--- config.mk ---
export PLATFORM = sky130hd
export DESIGN_NAME = tpc_panel
export DESIGN_NICKNAME = d
export VERILOG_FILES = /design/src/inc/tpc_pkg.sv /design/src/hdl/tpc_debounce.sv /design/src/hdl/tpc_panel.sv
export SDC_FILE = /design/constraint.sdc
export NUM_CORES = 1
export LEC_CHECK = 0
export BUFFER_PORTS_ARGS = -buffer_cell sky130_fd_sc_hd__buf_2
export CAP_MARGIN = 5
export CORE_MARGIN = 2
export CORE_UTILIZATION = 47
export CTS_BUF_LIST = sky130_fd_sc_hd__clkbuf_8 sky130_fd_sc_hd__clkbuf_16
export DETAILED_ROUTE_END_ITERATION = 10
export HOLD_SLACK_MARGIN = 0.1
export PLACE_DENSITY_LB_ADDON = 0.08
export SYNTH_ARGS = -nofsm -noshare
export SYNTH_HDL_FRONTEND = slang
export SYNTH_SLANG_ARGS = --single-unit
--- constraint.sdc ---
create_clock -name clk_sys_i -period 19.5 [get_ports clk_sys_i]
set_clock_uncertainty 0.1 [all_clocks]
set_input_delay 0.975 -clock clk_sys_i [delete_from_list [all_inputs] [get_ports clk_sys_i]]
set_output_delay 0.975 -clock clk_sys_i [all_outputs]
set_load 0.1 [all_outputs]
--- src/inc/tpc_pkg.sv ---
package tpc_pkg;
  // tape condition as seen by the panel
  typedef enum logic [6:0]
  {
    ST_IDLE     = 7'b000_0001, // threaded or empty, not loaded
    ST_LOADING  = 7'b000_0010, // load in progress
    ST_LOADED   = 7'b000_0100, // loaded, off-line
    ST_REWIND   = 7'b000_1000, // rewinding to the start marker
    ST_UNLOAD   = 7'b001_0000, // unloading onto the supply reel
    ST_ONLINE   = 7'b010_0000, // on-line to the host
    ST_DIAG     = 7'b100_0000  // diagnostic/test mode
  } tpc_state_t;

  // motion command codes sent to the transport
  localparam logic [2:0] MOT_NONE      = 3'h0;
  localparam logic [2:0] MOT_LOAD      = 3'h1;
  localparam logic [2:0] MOT_REWIND    = 3'h2;
  localparam logic [2:0] MOT_UNLOAD    = 3'h3;
  localparam logic [2:0] MOT_SLOW_UNLD = 3'h4;
  localparam logic [2:0] MOT_STOP      = 3'h5;

  // debounce time and derived count at the 10 MHz system clock
  localparam int unsigned CLK_HZ         = 10_000_000;
  localparam int unsigned DEBOUNCE_US    = 5000;
  localparam int unsigned DEBOUNCE_CYC   = (CLK_HZ / 1_000_000) * DEBOUNCE_US;

  // button indices
  localparam int BTN_LOAD   = 0;
  localparam int BTN_UNLOAD = 1;
  localparam int BTN_ONLINE = 2;
  localparam int BTN_RESET  = 3;
  localparam int BTN_TEST   = 4;
  localparam int BTN_STEP   = 5;
  localparam int BTN_RUN    = 6;
  localparam int BTN_IFERR  = 7;
  localparam int BTN_PORTA  = 8;
  localparam int BTN_PORTB  = 9;
  localparam int BTN_COUNT  = 10;

  // display source: unit number, error code, test number (12 bits, 3 digits)
  localparam logic [11:0] TEST_NUM_RESET = 12'h001;
  localparam logic [11:0] TEST_NUM_LAST  = 12'h999;
endpackage

--- src/hdl/tpc_debounce.sv ---
`timescale 1ns/1ps
// one button: two-flop synchroniser, hold filter, press pulse
module tpc_debounce #(
  parameter int unsigned HOLD_CYC = tpc_pkg::DEBOUNCE_CYC
)(
  // clock and reset
  input  wire logic clk_sys_i,
  input  wire logic reset_i,
  // raw button and filtered press
  input  wire logic btn_i,
  output logic      press_o
);
  localparam int CW = (HOLD_CYC > 1) ? $clog2(HOLD_CYC + 1) : 1;

  logic          sync1_q;   // first synchroniser stage, read only by sync2_q
  logic          sync2_q;   // synchronised level
  logic          level_q;   // debounced level
  logic [CW-1:0] cnt_q;     // stability counter
  logic          press_q;   // registered press pulse

  wire           differ  = (sync2_q != level_q);
  wire           settled = (cnt_q == CW'(HOLD_CYC - 1));

  ////////////////////////////////////////////////////////////////////////////
  // synchronise and filter; a press fires once on the rising debounced edge
  always_ff @(posedge clk_sys_i or posedge reset_i)
  begin
    if (reset_i)
    begin
      sync1_q <= 1'b0;
      sync2_q <= 1'b0;
      level_q <= 1'b0;
      cnt_q   <= '0;
      press_q <= 1'b0;
    end
    else
    begin
      sync1_q <= btn_i;
      sync2_q <= sync1_q;
      press_q <= 1'b0;
      if (!differ)
        cnt_q <= '0;
      else if (settled)
      begin
        cnt_q   <= '0;
        level_q <= sync2_q;
        press_q <= sync2_q;
      end
      else
        cnt_q <= cnt_q + CW'(1);
    end
  end

  assign press_o = press_q;
endmodule // tpc_debounce

--- src/hdl/tpc_panel.sv ---
`timescale 1ns/1ps
// Behaviour
// - threaded, unloaded: load button starts load
// - loaded: load button rewinds to start marker
// - loaded at start: unload winds tape off
// - loaded past start: unload only rewinds
// - threaded, unloaded: unload does slow unload
// - loaded: on-line button goes on-line, lamp lit
// - on-line during load remembered until loaded
// - on-line: ignore all buttons but reset
// - no write ring: lock lamp, block writes
// - dense lamp while host selects group coding
// - reset: off-line, stop motion, clear errors
// - reset aborts motion, clears fault, diagnostic
// - fault lamp in fault or diagnostic state
// - fault latched: only reset accepted
// - display unit, error code, or test number
// - test when threaded: diagnostic mode, lamp held
// - step increments displayed test number
// - run starts displayed test
// - interface button: first transmit, second clear
// - clear fail keeps lamp, unavailable; else restore
// - interface fault: display unit number, test number in diagnostic
// - port buttons select; port live when on-line
module tpc_panel #(
  parameter int unsigned DEBOUNCE_CYC = tpc_pkg::DEBOUNCE_CYC
)(
  // clock and reset
  input  wire logic        clk_sys_i,
  input  wire logic        reset_i,
  // operator pushbuttons, raw and active high
  input  wire logic        load_button_i,
  input  wire logic        unload_button_i,
  input  wire logic        online_button_i,
  input  wire logic        reset_button_i,
  input  wire logic        test_button_i,
  input  wire logic        step_button_i,
  input  wire logic        run_test_button_i,
  input  wire logic        interface_error_button_i,
  input  wire logic        port_a_button_i,
  input  wire logic        port_b_button_i,
  // transport status, same clock domain
  input  wire logic        power_good_i,
  input  wire logic        tape_threaded_i,
  input  wire logic        tape_start_marker_i,
  input  wire logic        motion_done_i,
  input  wire logic        write_ring_i,
  input  wire logic        dense_select_i,
  input  wire logic        fault_i,
  input  wire logic [11:0] fault_code_i,
  input  wire logic [11:0] unit_number_i,
  input  wire logic        iface_fault_i,
  input  wire logic        iface_clear_done_i,
  input  wire logic        iface_clear_ok_i,
  // motion and controller commands
  output logic [2:0]       motion_cmd_o,
  output logic             motion_start_o,
  output logic             error_clear_o,
  output logic             test_start_o,
  output logic [11:0]      test_number_o,
  output logic             iface_transmit_o,
  output logic             iface_clear_o,
  output logic             host_available_o,
  output logic             write_allowed_o,
  output logic             port_a_live_o,
  output logic             port_b_live_o,
  // lamps and display
  output logic             online_lamp_o,
  output logic             tape_start_marker_lamp_o,
  output logic             write_lock_lamp_o,
  output logic             dense_recording_lamp_o,
  output logic             fault_lamp_o,
  output logic             diagnostic_lamp_o,
  output logic             interface_error_button_lamp_o,
  output logic             port_a_lamp_o,
  output logic             port_b_lamp_o,
  output logic [11:0]      display_o
);
  ////////////////////////////////////////////////////////////////////////////
  // button conditioning

  logic [tpc_pkg::BTN_COUNT-1:0] raw_btn;     // raw buttons gathered
  logic [tpc_pkg::BTN_COUNT-1:0] press;       // one-cycle press pulses

  assign raw_btn[tpc_pkg::BTN_LOAD]   = load_button_i;
  assign raw_btn[tpc_pkg::BTN_UNLOAD] = unload_button_i;
  assign raw_btn[tpc_pkg::BTN_ONLINE] = online_button_i;
  assign raw_btn[tpc_pkg::BTN_RESET]  = reset_button_i;
  assign raw_btn[tpc_pkg::BTN_TEST]   = test_button_i;
  assign raw_btn[tpc_pkg::BTN_STEP]   = step_button_i;
  assign raw_btn[tpc_pkg::BTN_RUN]    = run_test_button_i;
  assign raw_btn[tpc_pkg::BTN_IFERR]  = interface_error_button_i;
  assign raw_btn[tpc_pkg::BTN_PORTA]  = port_a_button_i;
  assign raw_btn[tpc_pkg::BTN_PORTB]  = port_b_button_i;

  // one filter per button
  genvar gi;
  generate
    for (gi = 0; gi < tpc_pkg::BTN_COUNT; gi++)
    begin : g_btn
      tpc_debounce #(
        .HOLD_CYC (DEBOUNCE_CYC)
      ) u_deb (
        .clk_sys_i (clk_sys_i),
        .reset_i   (reset_i),
        .btn_i     (raw_btn[gi]),
        .press_o   (press[gi])
      );
    end
  endgenerate

  ////////////////////////////////////////////////////////////////////////////
  // state and registers

  tpc_pkg::tpc_state_t state_q;       // tape condition
  tpc_pkg::tpc_state_t state_d;
  logic        online_pend_q;         // on-line asked during load
  logic        online_pend_d;
  logic        fault_q;               // latched fault, cleared by reset button
  logic [11:0] err_code_q;            // latched error code
  logic [11:0] test_num_q;            // diagnostic test number
  logic        iface_armed_q;         // first interface press seen
  logic        iface_wait_q;          // clear attempt outstanding
  logic        iface_unavail_q;       // clear failed, host cut off
  logic        port_a_q;              // port selections
  logic        port_b_q;
  logic [2:0]  mcmd_q;                // motion command register
  logic [2:0]  mcmd_d;
  logic        mstart_q;              // motion start pulse
  logic        mstart_d;
  logic        err_clr_q;             // error clear pulse
  logic        test_start_q;          // test start pulse
  logic        iface_tx_q;            // transmit pulse
  logic        iface_clr_q;           // clear attempt pulse
  logic [11:0] disp_q;                // display register

  ////////////////////////////////////////////////////////////////////////////
  // qualified presses

  // reset is always honoured; fault or on-line lock out the rest
  wire rst_press    = press[tpc_pkg::BTN_RESET];
  wire fault_now    = fault_q | fault_i;
  wire panel_locked = fault_now | (state_q == tpc_pkg::ST_ONLINE) | (state_q == tpc_pkg::ST_DIAG);
  wire op_ok        = power_good_i & !panel_locked & !rst_press;
  wire at_idle      = (state_q == tpc_pkg::ST_IDLE);
  wire threaded_ok  = at_idle & tape_threaded_i;
  wire loaded       = (state_q == tpc_pkg::ST_LOADED);

  wire p_load       = op_ok & press[tpc_pkg::BTN_LOAD];
  wire p_unload     = op_ok & press[tpc_pkg::BTN_UNLOAD];
  wire p_online     = op_ok & press[tpc_pkg::BTN_ONLINE];
  wire p_test       = op_ok & press[tpc_pkg::BTN_TEST];
  // diagnostic-mode buttons: fault from outside still locks them
  wire diag_ok      = (state_q == tpc_pkg::ST_DIAG) & !fault_now & !rst_press;
  wire p_step       = diag_ok & press[tpc_pkg::BTN_STEP];
  wire p_run        = diag_ok & press[tpc_pkg::BTN_RUN];
  // interface and port buttons are panel buttons too
  wire side_ok      = !fault_now & (state_q != tpc_pkg::ST_ONLINE) & !rst_press;
  wire p_iferr      = side_ok & iface_fault_i & press[tpc_pkg::BTN_IFERR];
  wire p_port_a     = side_ok & press[tpc_pkg::BTN_PORTA];
  wire p_port_b     = side_ok & press[tpc_pkg::BTN_PORTB];

  ////////////////////////////////////////////////////////////////////////////
  // next state decode
  always_comb
  begin
    state_d       = state_q;
    online_pend_d = online_pend_q;
    mcmd_d        = mcmd_q;
    mstart_d      = 1'b0;
    if (rst_press)
    begin
      // abort motion, drop on-line and diagnostic
      online_pend_d = 1'b0;
      mcmd_d        = tpc_pkg::MOT_STOP;
      mstart_d      = 1'b1;
      state_d       = (state_q == tpc_pkg::ST_IDLE || state_q == tpc_pkg::ST_DIAG ||
                       state_q == tpc_pkg::ST_LOADING || state_q == tpc_pkg::ST_UNLOAD)
                      ? tpc_pkg::ST_IDLE : tpc_pkg::ST_LOADED;
    end
    else
    begin
      unique case (state_q)
        tpc_pkg::ST_IDLE:
        begin
          if (p_load && threaded_ok)
          begin
            state_d  = tpc_pkg::ST_LOADING;
            mcmd_d   = tpc_pkg::MOT_LOAD;
            mstart_d = 1'b1;
          end
          else if (p_unload && threaded_ok)
          begin
            state_d  = tpc_pkg::ST_UNLOAD;
            mcmd_d   = tpc_pkg::MOT_SLOW_UNLD;
            mstart_d = 1'b1;
          end
          else if (p_test && threaded_ok)
            state_d = tpc_pkg::ST_DIAG;
        end
        tpc_pkg::ST_LOADING:
        begin
          if (press[tpc_pkg::BTN_ONLINE] && !fault_now)
            online_pend_d = 1'b1;
          if (motion_done_i)
          begin
            state_d       = (online_pend_q || (press[tpc_pkg::BTN_ONLINE] && !fault_now))
                            ? tpc_pkg::ST_ONLINE : tpc_pkg::ST_LOADED;
            online_pend_d = 1'b0;
          end
        end
        tpc_pkg::ST_LOADED:
        begin
          if (p_load)
          begin
            state_d  = tpc_pkg::ST_REWIND;
            mcmd_d   = tpc_pkg::MOT_REWIND;
            mstart_d = 1'b1;
          end
          else if (p_unload && tape_start_marker_i)
          begin
            state_d  = tpc_pkg::ST_UNLOAD;
            mcmd_d   = tpc_pkg::MOT_UNLOAD;
            mstart_d = 1'b1;
          end
          else if (p_unload)
          begin
            state_d  = tpc_pkg::ST_REWIND;
            mcmd_d   = tpc_pkg::MOT_REWIND;
            mstart_d = 1'b1;
          end
          else if (p_online)
            state_d = tpc_pkg::ST_ONLINE;
        end
        tpc_pkg::ST_REWIND:
          if (motion_done_i)
            state_d = tpc_pkg::ST_LOADED;
        tpc_pkg::ST_UNLOAD:
          if (motion_done_i)
            state_d = tpc_pkg::ST_IDLE;
        tpc_pkg::ST_ONLINE:
          state_d = tpc_pkg::ST_ONLINE;
        tpc_pkg::ST_DIAG:
          state_d = tpc_pkg::ST_DIAG;
        default:
          state_d = tpc_pkg::ST_IDLE;
      endcase
    end
  end

  ////////////////////////////////////////////////////////////////////////////
  // state and motion registers
  always_ff @(posedge clk_sys_i or posedge reset_i)
  begin
    if (reset_i)
    begin
      state_q       <= tpc_pkg::ST_IDLE;
      online_pend_q <= 1'b0;
      mcmd_q        <= tpc_pkg::MOT_NONE;
      mstart_q      <= 1'b0;
    end
    else
    begin
      state_q       <= state_d;
      online_pend_q <= online_pend_d;
      mcmd_q        <= mcmd_d;
      mstart_q      <= mstart_d;
    end
  end

  ////////////////////////////////////////////////////////////////////////////
  // fault latch and error code; a new fault wins over the reset press
  always_ff @(posedge clk_sys_i or posedge reset_i)
  begin
    if (reset_i)
    begin
      fault_q    <= 1'b0;
      err_code_q <= '0;
      err_clr_q  <= 1'b0;
    end
    else
    begin
      err_clr_q <= rst_press;
      if (fault_i)
      begin
        fault_q    <= 1'b1;
        err_code_q <= fault_code_i;
      end
      else if (rst_press)
        fault_q <= 1'b0;
    end
  end

  ////////////////////////////////////////////////////////////////////////////
  // diagnostic test number and test start
  always_ff @(posedge clk_sys_i or posedge reset_i)
  begin
    if (reset_i)
    begin
      test_num_q   <= tpc_pkg::TEST_NUM_RESET;
      test_start_q <= 1'b0;
    end
    else
    begin
      test_start_q <= p_run;
      if (rst_press || p_test)
        test_num_q <= tpc_pkg::TEST_NUM_RESET;
      else if (p_step)
        test_num_q <= (test_num_q == tpc_pkg::TEST_NUM_LAST)
                      ? tpc_pkg::TEST_NUM_RESET : bcd_inc(test_num_q);
    end
  end

  // three-digit decimal increment
  function automatic logic [11:0] bcd_inc(input logic [11:0] v);
    logic [11:0] r;
    r = v;
    if (r[3:0] != 4'h9)
      r[3:0] = r[3:0] + 4'h1;
    else
    begin
      r[3:0] = 4'h0;
      if (r[7:4] != 4'h9)
        r[7:4] = r[7:4] + 4'h1;
      else
      begin
        r[7:4]  = 4'h0;
        r[11:8] = r[11:8] + 4'h1;
      end
    end
    return r;
  endfunction

  ////////////////////////////////////////////////////////////////////////////
  // interface-error button: first press transmits, second clears
  always_ff @(posedge clk_sys_i or posedge reset_i)
  begin
    if (reset_i)
    begin
      iface_armed_q   <= 1'b0;
      iface_wait_q    <= 1'b0;
      iface_unavail_q <= 1'b0;
      iface_tx_q      <= 1'b0;
      iface_clr_q     <= 1'b0;
    end
    else
    begin
      iface_tx_q  <= p_iferr & !iface_armed_q;
      iface_clr_q <= p_iferr & iface_armed_q & !iface_wait_q;
      if (p_iferr && !iface_armed_q)
        iface_armed_q <= 1'b1;
      else if (p_iferr && !iface_wait_q)
        iface_wait_q <= 1'b1;
      if (iface_wait_q && iface_clear_done_i)
      begin
        iface_wait_q    <= 1'b0;
        iface_armed_q   <= 1'b0;
        iface_unavail_q <= !iface_clear_ok_i;
      end
      else if (!iface_fault_i)
      begin
        iface_unavail_q <= 1'b0;
        iface_armed_q   <= 1'b0;
      end
    end
  end

  ////////////////////////////////////////////////////////////////////////////
  // port selection, toggled by each port button
  always_ff @(posedge clk_sys_i or posedge reset_i)
  begin
    if (reset_i)
    begin
      port_a_q <= 1'b0;
      port_b_q <= 1'b0;
    end
    else
    begin
      if (p_port_a)
        port_a_q <= !port_a_q;
      if (p_port_b)
        port_b_q <= !port_b_q;
    end
  end

  ////////////////////////////////////////////////////////////////////////////
  // display source; interface fault hides the error code
  wire show_test = (state_q == tpc_pkg::ST_DIAG) & !fault_q;
  wire show_err  = fault_q & !iface_fault_i;
  wire [11:0] disp_d = show_err  ? err_code_q :
                       show_test ? test_num_q : unit_number_i;

  always_ff @(posedge clk_sys_i or posedge reset_i)
  begin
    if (reset_i)
      disp_q <= '0;
    else
      disp_q <= disp_d;
  end

  ////////////////////////////////////////////////////////////////////////////
  // outputs
  wire is_online = (state_q == tpc_pkg::ST_ONLINE);

  assign motion_cmd_o                  = mcmd_q;
  assign motion_start_o                = mstart_q;
  assign error_clear_o                 = err_clr_q;
  assign test_start_o                  = test_start_q;
  assign test_number_o                 = test_num_q;
  assign iface_transmit_o              = iface_tx_q;
  assign iface_clear_o                 = iface_clr_q;
  assign host_available_o              = is_online & !iface_unavail_q;
  assign write_allowed_o               = write_ring_i;
  assign write_lock_lamp_o             = !write_ring_i;
  assign dense_recording_lamp_o        = dense_select_i;
  assign online_lamp_o                 = is_online;
  assign tape_start_marker_lamp_o      = tape_start_marker_i & (state_q != tpc_pkg::ST_IDLE);
  assign fault_lamp_o                  = fault_q | (state_q == tpc_pkg::ST_DIAG);
  assign diagnostic_lamp_o             = (state_q == tpc_pkg::ST_DIAG);
  assign interface_error_button_lamp_o = iface_fault_i | iface_unavail_q;
  assign port_a_lamp_o                 = port_a_q;
  assign port_b_lamp_o                 = port_b_q;
  assign port_a_live_o                 = is_online & port_a_q;
  assign port_b_live_o                 = is_online & port_b_q;
  assign display_o                     = disp_q;
endmodule // tpc_panel

Word-level counts from Yosys, hierarchy flattened
Index checks and enable logic that the tools add are counted.
{"block": "totals", "ff_bits": 258, "latchBits": 0, "ramBits": 0, "romBits": 0, "inputBits": 46, "output_inout_bits": 45, "wordCells": 295, "memories": 0}
{"block": "classes", "add_sub_neg": 13, "multipliers": 0, "div": 0, "magnitude_cmp": 0, "eq_ne": 44, "shift": 0, "n_mux": 91, "bitwise": 31, "reduce_logical": 47}
{"operator": "$mux W16", "count": 20}
{"operator": "$add A16 B1 Y16 const B", "count": 10}
{"operator": "$eq A16 B16 Y1 const B", "count": 10}
{"operator": "$mux W7", "count": 11}
{"operator": "$mux W12", "count": 5}
{"operator": "$pmux W7 S7", "count": 1}
{"operator": "$mux W1", "count": 40}
{"operator": "$and A1 B1 Y1", "count": 26}
{"operator": "$reduce_and A2 Y1", "count": 13}
{"operator": "$mux W3", "count": 7}
{"operator": "$add A4 B1 Y4 const B", "count": 3}
{"operator": "$eq A12 B12 Y1 const B", "count": 1}
{"operator": "$logic_not A1 Y1", "count": 12}
{"operator": "$mux W4", "count": 3}
{"operator": "$ne A1 B1 Y1", "count": 10}
{"operator": "$ne A5 B1 Y1 const B", "count": 2}
{"operator": "$ne A3 B2 Y1 const B", "count": 3}
{"operator": "$logic_and A1 B1 Y1", "count": 8}
{"operator": "$mux W8", "count": 1}
{"operator": "$ne A4 B4 Y1 const B", "count": 2}
{"operator": "$reduce_bool A2 Y1", "count": 4}
{"operator": "$eq A7 B1 Y1 const B", "count": 1}
{"operator": "$eq A7 B2 Y1 const B", "count": 1}
{"operator": "$eq A7 B3 Y1 const B", "count": 1}
{"operator": "other kinds (19)", "count": 31}

Logic depth before layout (Yosys ltp)
{"block": "depth", "ltp_word": 13, "mapped_depth": 8, "ltp_nobuf": 7}

By module
A second synthesis with hierarchy kept.
{"block": "hier_totals", "cells_unflattened": 1160, "area_unflattened_um2": 12243.0}
{"mod": "tpc_debounce", "n_inst": 10, "cells_each": 87, "area_per_inst_um2": 930.9, "seq_area_each_um2": 500.5}
{"mod": "tpc_panel", "n_inst": 1, "cells_each": 290, "area_per_inst_um2": 2934.1, "seq_area_each_um2": 1453.9}

Worst setup path after synthesis
No wires, ideal clock.
{"block": "synth_timing", "path_type": "register to output", "from": "reg state_q[2]", "to": "out host_available_o", "t_arrival_ns": 5.644, "t_required_ns": 18.425, "slack_ns": 12.781, "stages_incl_launch_ff": 6, "n_path_buf": 2, "path_cell_list": "dfrtp_1 > buf_6 > or3_1 > buf_6 > nor4_1 > nor2b_1"}
{"block": "synth_between", "elab_chain_cells": 2}
{"item": "start: declaration", "line": "tpc_panel.sv:115", "text": "tpc_pkg::tpc_state_t state_q;"}
{"item": "start signal: assignment", "line": "tpc_panel.sv:257", "text": "state_q <= tpc_pkg::ST_IDLE;"}
{"item": "start signal: assignment", "line": "tpc_panel.sv:264", "text": "state_q <= state_d;"}
{"item": "$eq A7 B6 Y1", "line": "tpc_panel.sv:403", "text": "wire is_online = (state_q == tpc_pkg::ST_ONLINE);"}
{"item": "via online_lamp_o", "line": "tpc_panel.sv:68", "text": "output logic online_lamp_o,"}
{"item": "$and A1 B1 Y1", "line": "tpc_panel.sv:412", "text": "assign host_available_o = is_online & !iface_unavail_q;"}
{"item": "end: declaration", "line": "tpc_panel.sv:63", "text": "output logic host_available_o,"}
The timed path passes the listed nets, and every way through them passes these cells.

Worst setup path in the final report
{"block": "layout_timing", "from": "reg state_q[3]", "to": "out tape_start_marker_lamp_o"}
{"block": "layout_between", "elab_chain_cells": 2}
{"item": "$ne A7 B1 Y1", "line": "tpc_panel.sv:417", "text": "assign tape_start_marker_lamp_o = tape_start_marker_i & (state_q != tpc_pkg::ST_IDLE);"}
{"item": "$and A1 B1 Y1", "line": "tpc_panel.sv:417"}
{"item": "end: declaration", "line": "tpc_panel.sv:69", "text": "output logic tape_start_marker_lamp_o,"}
Every way passes these cells.

==> insert_results.sql <==
INSERT INTO impl_metrics (metric_group, metric, value, unit) VALUES
('sta', 'setup-tns-final', '0', 'ns'),
('power_and_ir_drop', 'p_sw_share', '22.61', '%'),
('routing', 'detail_route.wirelength', '21850', 'um'),
('logic_synthesis', 'syn-instance-count', '1137', ''),
('clock_network', 'clock_tree.root_cell', 'sky130_fd_sc_hd__clkbuf_16', ''),
('cells_and_area', 'final_util', '54.95', '%'),
('power_and_ir_drop', 'combPwrFrac', '5.3', '%'),
('floorplanning', 'fp-row-count', '57', ''),
('cells_and_area', 'fin_nets', '1291', ''),
('power_and_ir_drop', 'share_seq_of_total_power', '47.9', '%'),
('floorplanning', 'die_area', '26280', 'sq um'),
('power_and_ir_drop', 'pwr_density_cell', '86.19', 'nW/um^2'),
('place', 'hpwlAfterDp', '14550', 'um'),
('worst_setup_path', 'critical_path.reg2reg.startpoint', 'state_q[3]$_DFFE_PP0P_', ''),
('routing', 'vias_per_cell', '5.178', ''),
('sta', 'slew_viol_final', '0', ''),
('power_and_ir_drop', 'power', '1.159', 'mW'),
('outcome', 'status', 'finished clean', ''),
('cells_and_area', 'diodes', '0', ''),
('worst_setup_path', 'criticalPathCategory', 'flop to output pin', ''),
('clock_network', 'cts_buffers', '29', ''),
('sta', 'max_slew.worst_pin.slew', '1.031', 'ns'),
('power_and_ir_drop', 'net-switching-power', '0.2620', 'mW'),
('worst_setup_path', 'critPathCaptureType', 'output pin', ''),
('min_path', 'hold_path.startpoint', 'g_btn[3].u_deb.sync1_q$_DFF_PP0_', ''),
('worst_setup_path', 'cp_data_required_time', '18.43', 'ns'),
('routing', 'dr.pass1.iters', '5', ''),
('cells_and_area', 'synthToLayoutAreaGrowth', '14.41', '%'),
('place', 'placement.setup.worst_slack', '16.12', 'ns'),
('logic_synthesis', 'ys_seq_area_share', '54.97', '%'),
('routing', 'detail_route.wl_per_cell', '13.91', 'um'),
('floorplanning', 'coreArea', '24460', 'sq um'),
('floorplanning', 'floorplan.initialDensity', '48.03', '%'),
('sta', 'final.min_clock_period', '3.991', 'ns'),
('logic_synthesis', 'post_synth_net_total', '1199', ''),
('logic_synthesis', 'yosys_register_bits', '258', ''),
('power_and_ir_drop', 'internal_power', '0.8966', 'mW'),
('logic_synthesis', 'syn-cell-area', '11750', 'sq um'),
('routing', 'vias', '8134', ''),
('global_routing', 'grt_pass1_wl', '37470', 'um'),
('clock_network', 'cts_tree', 'built', ''),
('sta', 'max_clock_freq', '250.5', 'MHz'),
('worst_setup_path', 'cp-start-kind', 'flop', ''),
('floorplanning', 'io_pins', '91', ''),
('logic_synthesis', 'asyncSetResetFlopFracSynth', '100.0', '%'),
('floorplanning', 'die_h', '162.1', 'um'),
('clock_network', 'postCtsHoldBufs', '0', ''),
('logic_synthesis', 'synth_edf_count', '0', ''),
('place', 'portBuffers', '88', ''),
('clock_network', 'clock-sinks', '258', ''),
('cells_and_area', 'drive_above_1_share', '15.00', '%'),
('logic_synthesis', 'postSynthAreaPerCell', '10.33', 'sq um'),
('logic_synthesis', 'dominantRegCellSynth', 'sky130_fd_sc_hd__dfrtp_1', ''),
('sta', 'layout_setup_ws', '15.51', 'ns'),
('sta', 'finalHoldWorstSlack', '0.2481', 'ns'),
('sta', 'finalHoldViolCount', '0', ''),
('power_and_ir_drop', 'vdd_drop_max', '0.00006089', 'V'),
('clock_network', 'post_cts.resized_instances', '0', ''),
('logic_synthesis', 'yosysUniqueCellTypes', '70', ''),
('sta', 'final_min_period_over_clock_period', '20.47', '%'),
('sta', 'timing.max_slew.rel_slack', '31.29', '%'),
('routing', 'drt_drc_violations_left', '0', ''),
('floorplanning', 'die_x', '162.1', 'um'),
('routing', 'drtIter0Drc', '485', ''),
('power_and_ir_drop', 'cellLeakagePower', '6.182', 'nW'),
('sta', 'setup-violations-final', '0', ''),
('clock_network', 'clkLatencyLatePin', '0.53', 'ns'),
('global_routing', 'gr-usage-all-layers', '16.95', '%'),
('routing', 'antenna_violating_nets_remaining', '0', ''),
('global_routing', 'grt.overflow.total', '0', ''),
('sta', 'rsz0062_at_grt', 'false', '');
==> worst max-delay path, stage by stage (launching register included) <==
cell	delay (ns)
sky130_fd_sc_hd__dfrtp_1	0.47
sky130_fd_sc_hd__or4_2	0.71
sky130_fd_sc_hd__nor4b_1	0.62
sky130_fd_sc_hd__and2b_1	0.28
sky130_fd_sc_hd__buf_2	0.29
==> final cells by class <==
| cell class | count | area (sq um) |
|---|---|---|
| Tap cell | 324 | 405.4 |
| Clock buffer | 36 | 822.0 |
| Fill cell | 2142 | 11020 |
| Multi-Input combinational cell | 831 | 5075 |
| Timing Repair Buffer | 92 | 470.5 |
| Clock inverter | 13 | 140.1 |
| Sequential cell | 258 | 6459 |
| Inverter | 17 | 71.32 |
==> cells in the mapped netlist, types with 4 or more instances <==
master	n	area share, %
sky130_fd_sc_hd__a22oi_1	12	0.77
sky130_fd_sc_hd__nand4_1	38	2.0
sky130_fd_sc_hd__nand3_1	55	2.3
sky130_fd_sc_hd__ha_1	16	1.7
sky130_fd_sc_hd__nor4_1	5	0.27
sky130_fd_sc_hd__and3_1	41	2.2
sky130_fd_sc_hd__nor3_1	30	1.3
sky130_fd_sc_hd__or2_2	4	0.21
sky130_fd_sc_hd__xnor2_1	66	4.9
sky130_fd_sc_hd__and4_1	10	0.75
sky130_fd_sc_hd__inv_1	17	0.54
sky130_fd_sc_hd__mux2_2	23	2.2
sky130_fd_sc_hd__or3_1	9	0.48
sky130_fd_sc_hd__nor2b_1	5	0.27
sky130_fd_sc_hd__clkbuf_1	22	0.70
sky130_fd_sc_hd__nor2_1	207	6.6
sky130_fd_sc_hd__xor2_1	86	6.4
sky130_fd_sc_hd__nor4b_1	12	0.89
sky130_fd_sc_hd__o21ai_0	15	0.64
sky130_fd_sc_hd__and2_1	5	0.27
sky130_fd_sc_hd__nor3b_1	10	0.64
sky130_fd_sc_hd__nand2_1	108	3.5
sky130_fd_sc_hd__o211ai_1	4	0.26
sky130_fd_sc_hd__a21oi_1	20	0.85
sky130_fd_sc_hd__dfrtp_1	256	55
==> path summary, 6_finish.rpt <==
check | to | slack, ns | depth (start not counted)
setup / recovery | tape_start_marker_lamp_o | 15.51 | 4
hold reg to reg | g_btn[3].u_deb.sync2_q$_DFF_PP0_ | 0.25 | 0
max in group asynchronous | g_btn[5].u_deb.cnt_q[7]$_DFF_PP0_ | 17.36 | 3
min in group asynchronous | g_btn[1].u_deb.sync1_q$_DFF_PP0_ | 0.45 | 2
hold / removal | g_btn[3].u_deb.sync2_q$_DFF_PP0_ | 0.25 | 0
setup reg to reg | state_q[2]$_DFFE_PP0P_ | 16.94 | 5
==> cell usage in the layout, fill, tap and decap left out, drive strengths merged, types with 3 or more instances in the layout <==
master | Yosys | layout
a21oi | 20 | 20
a22oi | 12 | 12
a31oi | 3 | 3
and2 | 6 | 6
and3 | 42 | 42
and3b | 4 | 4
and4 | 11 | 11
buf | 8 | 92
bufinv | 0 | 3
clkbuf | 23 | 36
clkinv | 0 | 7
dfrtp | 256 | 256
ha | 16 | 16
inv | 17 | 19
mux2 | 23 | 23
mux2i | 3 | 3
nand2 | 110 | 110
nand3 | 55 | 55
nand4 | 38 | 38
nor2 | 207 | 207
nor2b | 5 | 5
nor3 | 31 | 31
nor3b | 10 | 10
nor4 | 5 | 5
nor4b | 12 | 12
o211ai | 4 | 4
o21ai | 18 | 18
or2 | 4 | 4
or3 | 11 | 11
or4b | 3 | 3
xnor2 | 66 | 66
xor2 | 86 | 86
==> registers in the layout, indices dropped and copies added (netlist names), 3 cells and up <==
name	flops
g_btn.u_deb.cnt_q	160
display_o	12
err_code_q	12
test_number_o	12
g_btn.u_deb.level_q	10
g_btn.u_deb.press_o	10
g_btn.u_deb.sync1_q	10
g_btn.u_deb.sync2_q	10
state_q	7
motion_cmd_o	3
==> cells by family after synthesis <==
kind of cell | share of synthesized area, %
AOI/OAI and AO/OA | 4.196
xor gates and xnor gates | 11.33
adders and majority gates | 1.704
buffers and inverters | 1.895
DFF | 54.97
muxes | 2.460
and+or+nand+nor | 23.45
==> per-layer routing <==
metal	global-route usage (%)	vias up	wire length [um]
li1	-	4079	-
met3	2.886	37	980
met2	26.50	155	9681
met5	0	-	0
met1	24.58	3863	10720
met4	4.626	0	464
==> power groups by stage <==
stage,logic [mW],registers (mW),clock network [mW]
2_1_floorplan,0.0306,0.582,0
3_3_place_gp,0.0630,0.564,0
3_5_place_dp,0.0631,0.564,0
4_1_cts,0.0634,0.555,0.558
5_1_grt,0.0691,0.556,0.580
6_report,0.0617,0.555,0.542
==> through the flow <==
| stage | area [sq um] | std cells |
|---|---|---|
| floorplan | 11750 | 1137 |
| global placement | 12480 | 1522 |
| detailed placement | 12480 | 1522 |
| CTS | 13440 | 1571 |
| global route | 13440 | 1571 |
| finish | 13440 | 1571 |
(Power assumes the default switching activity.)
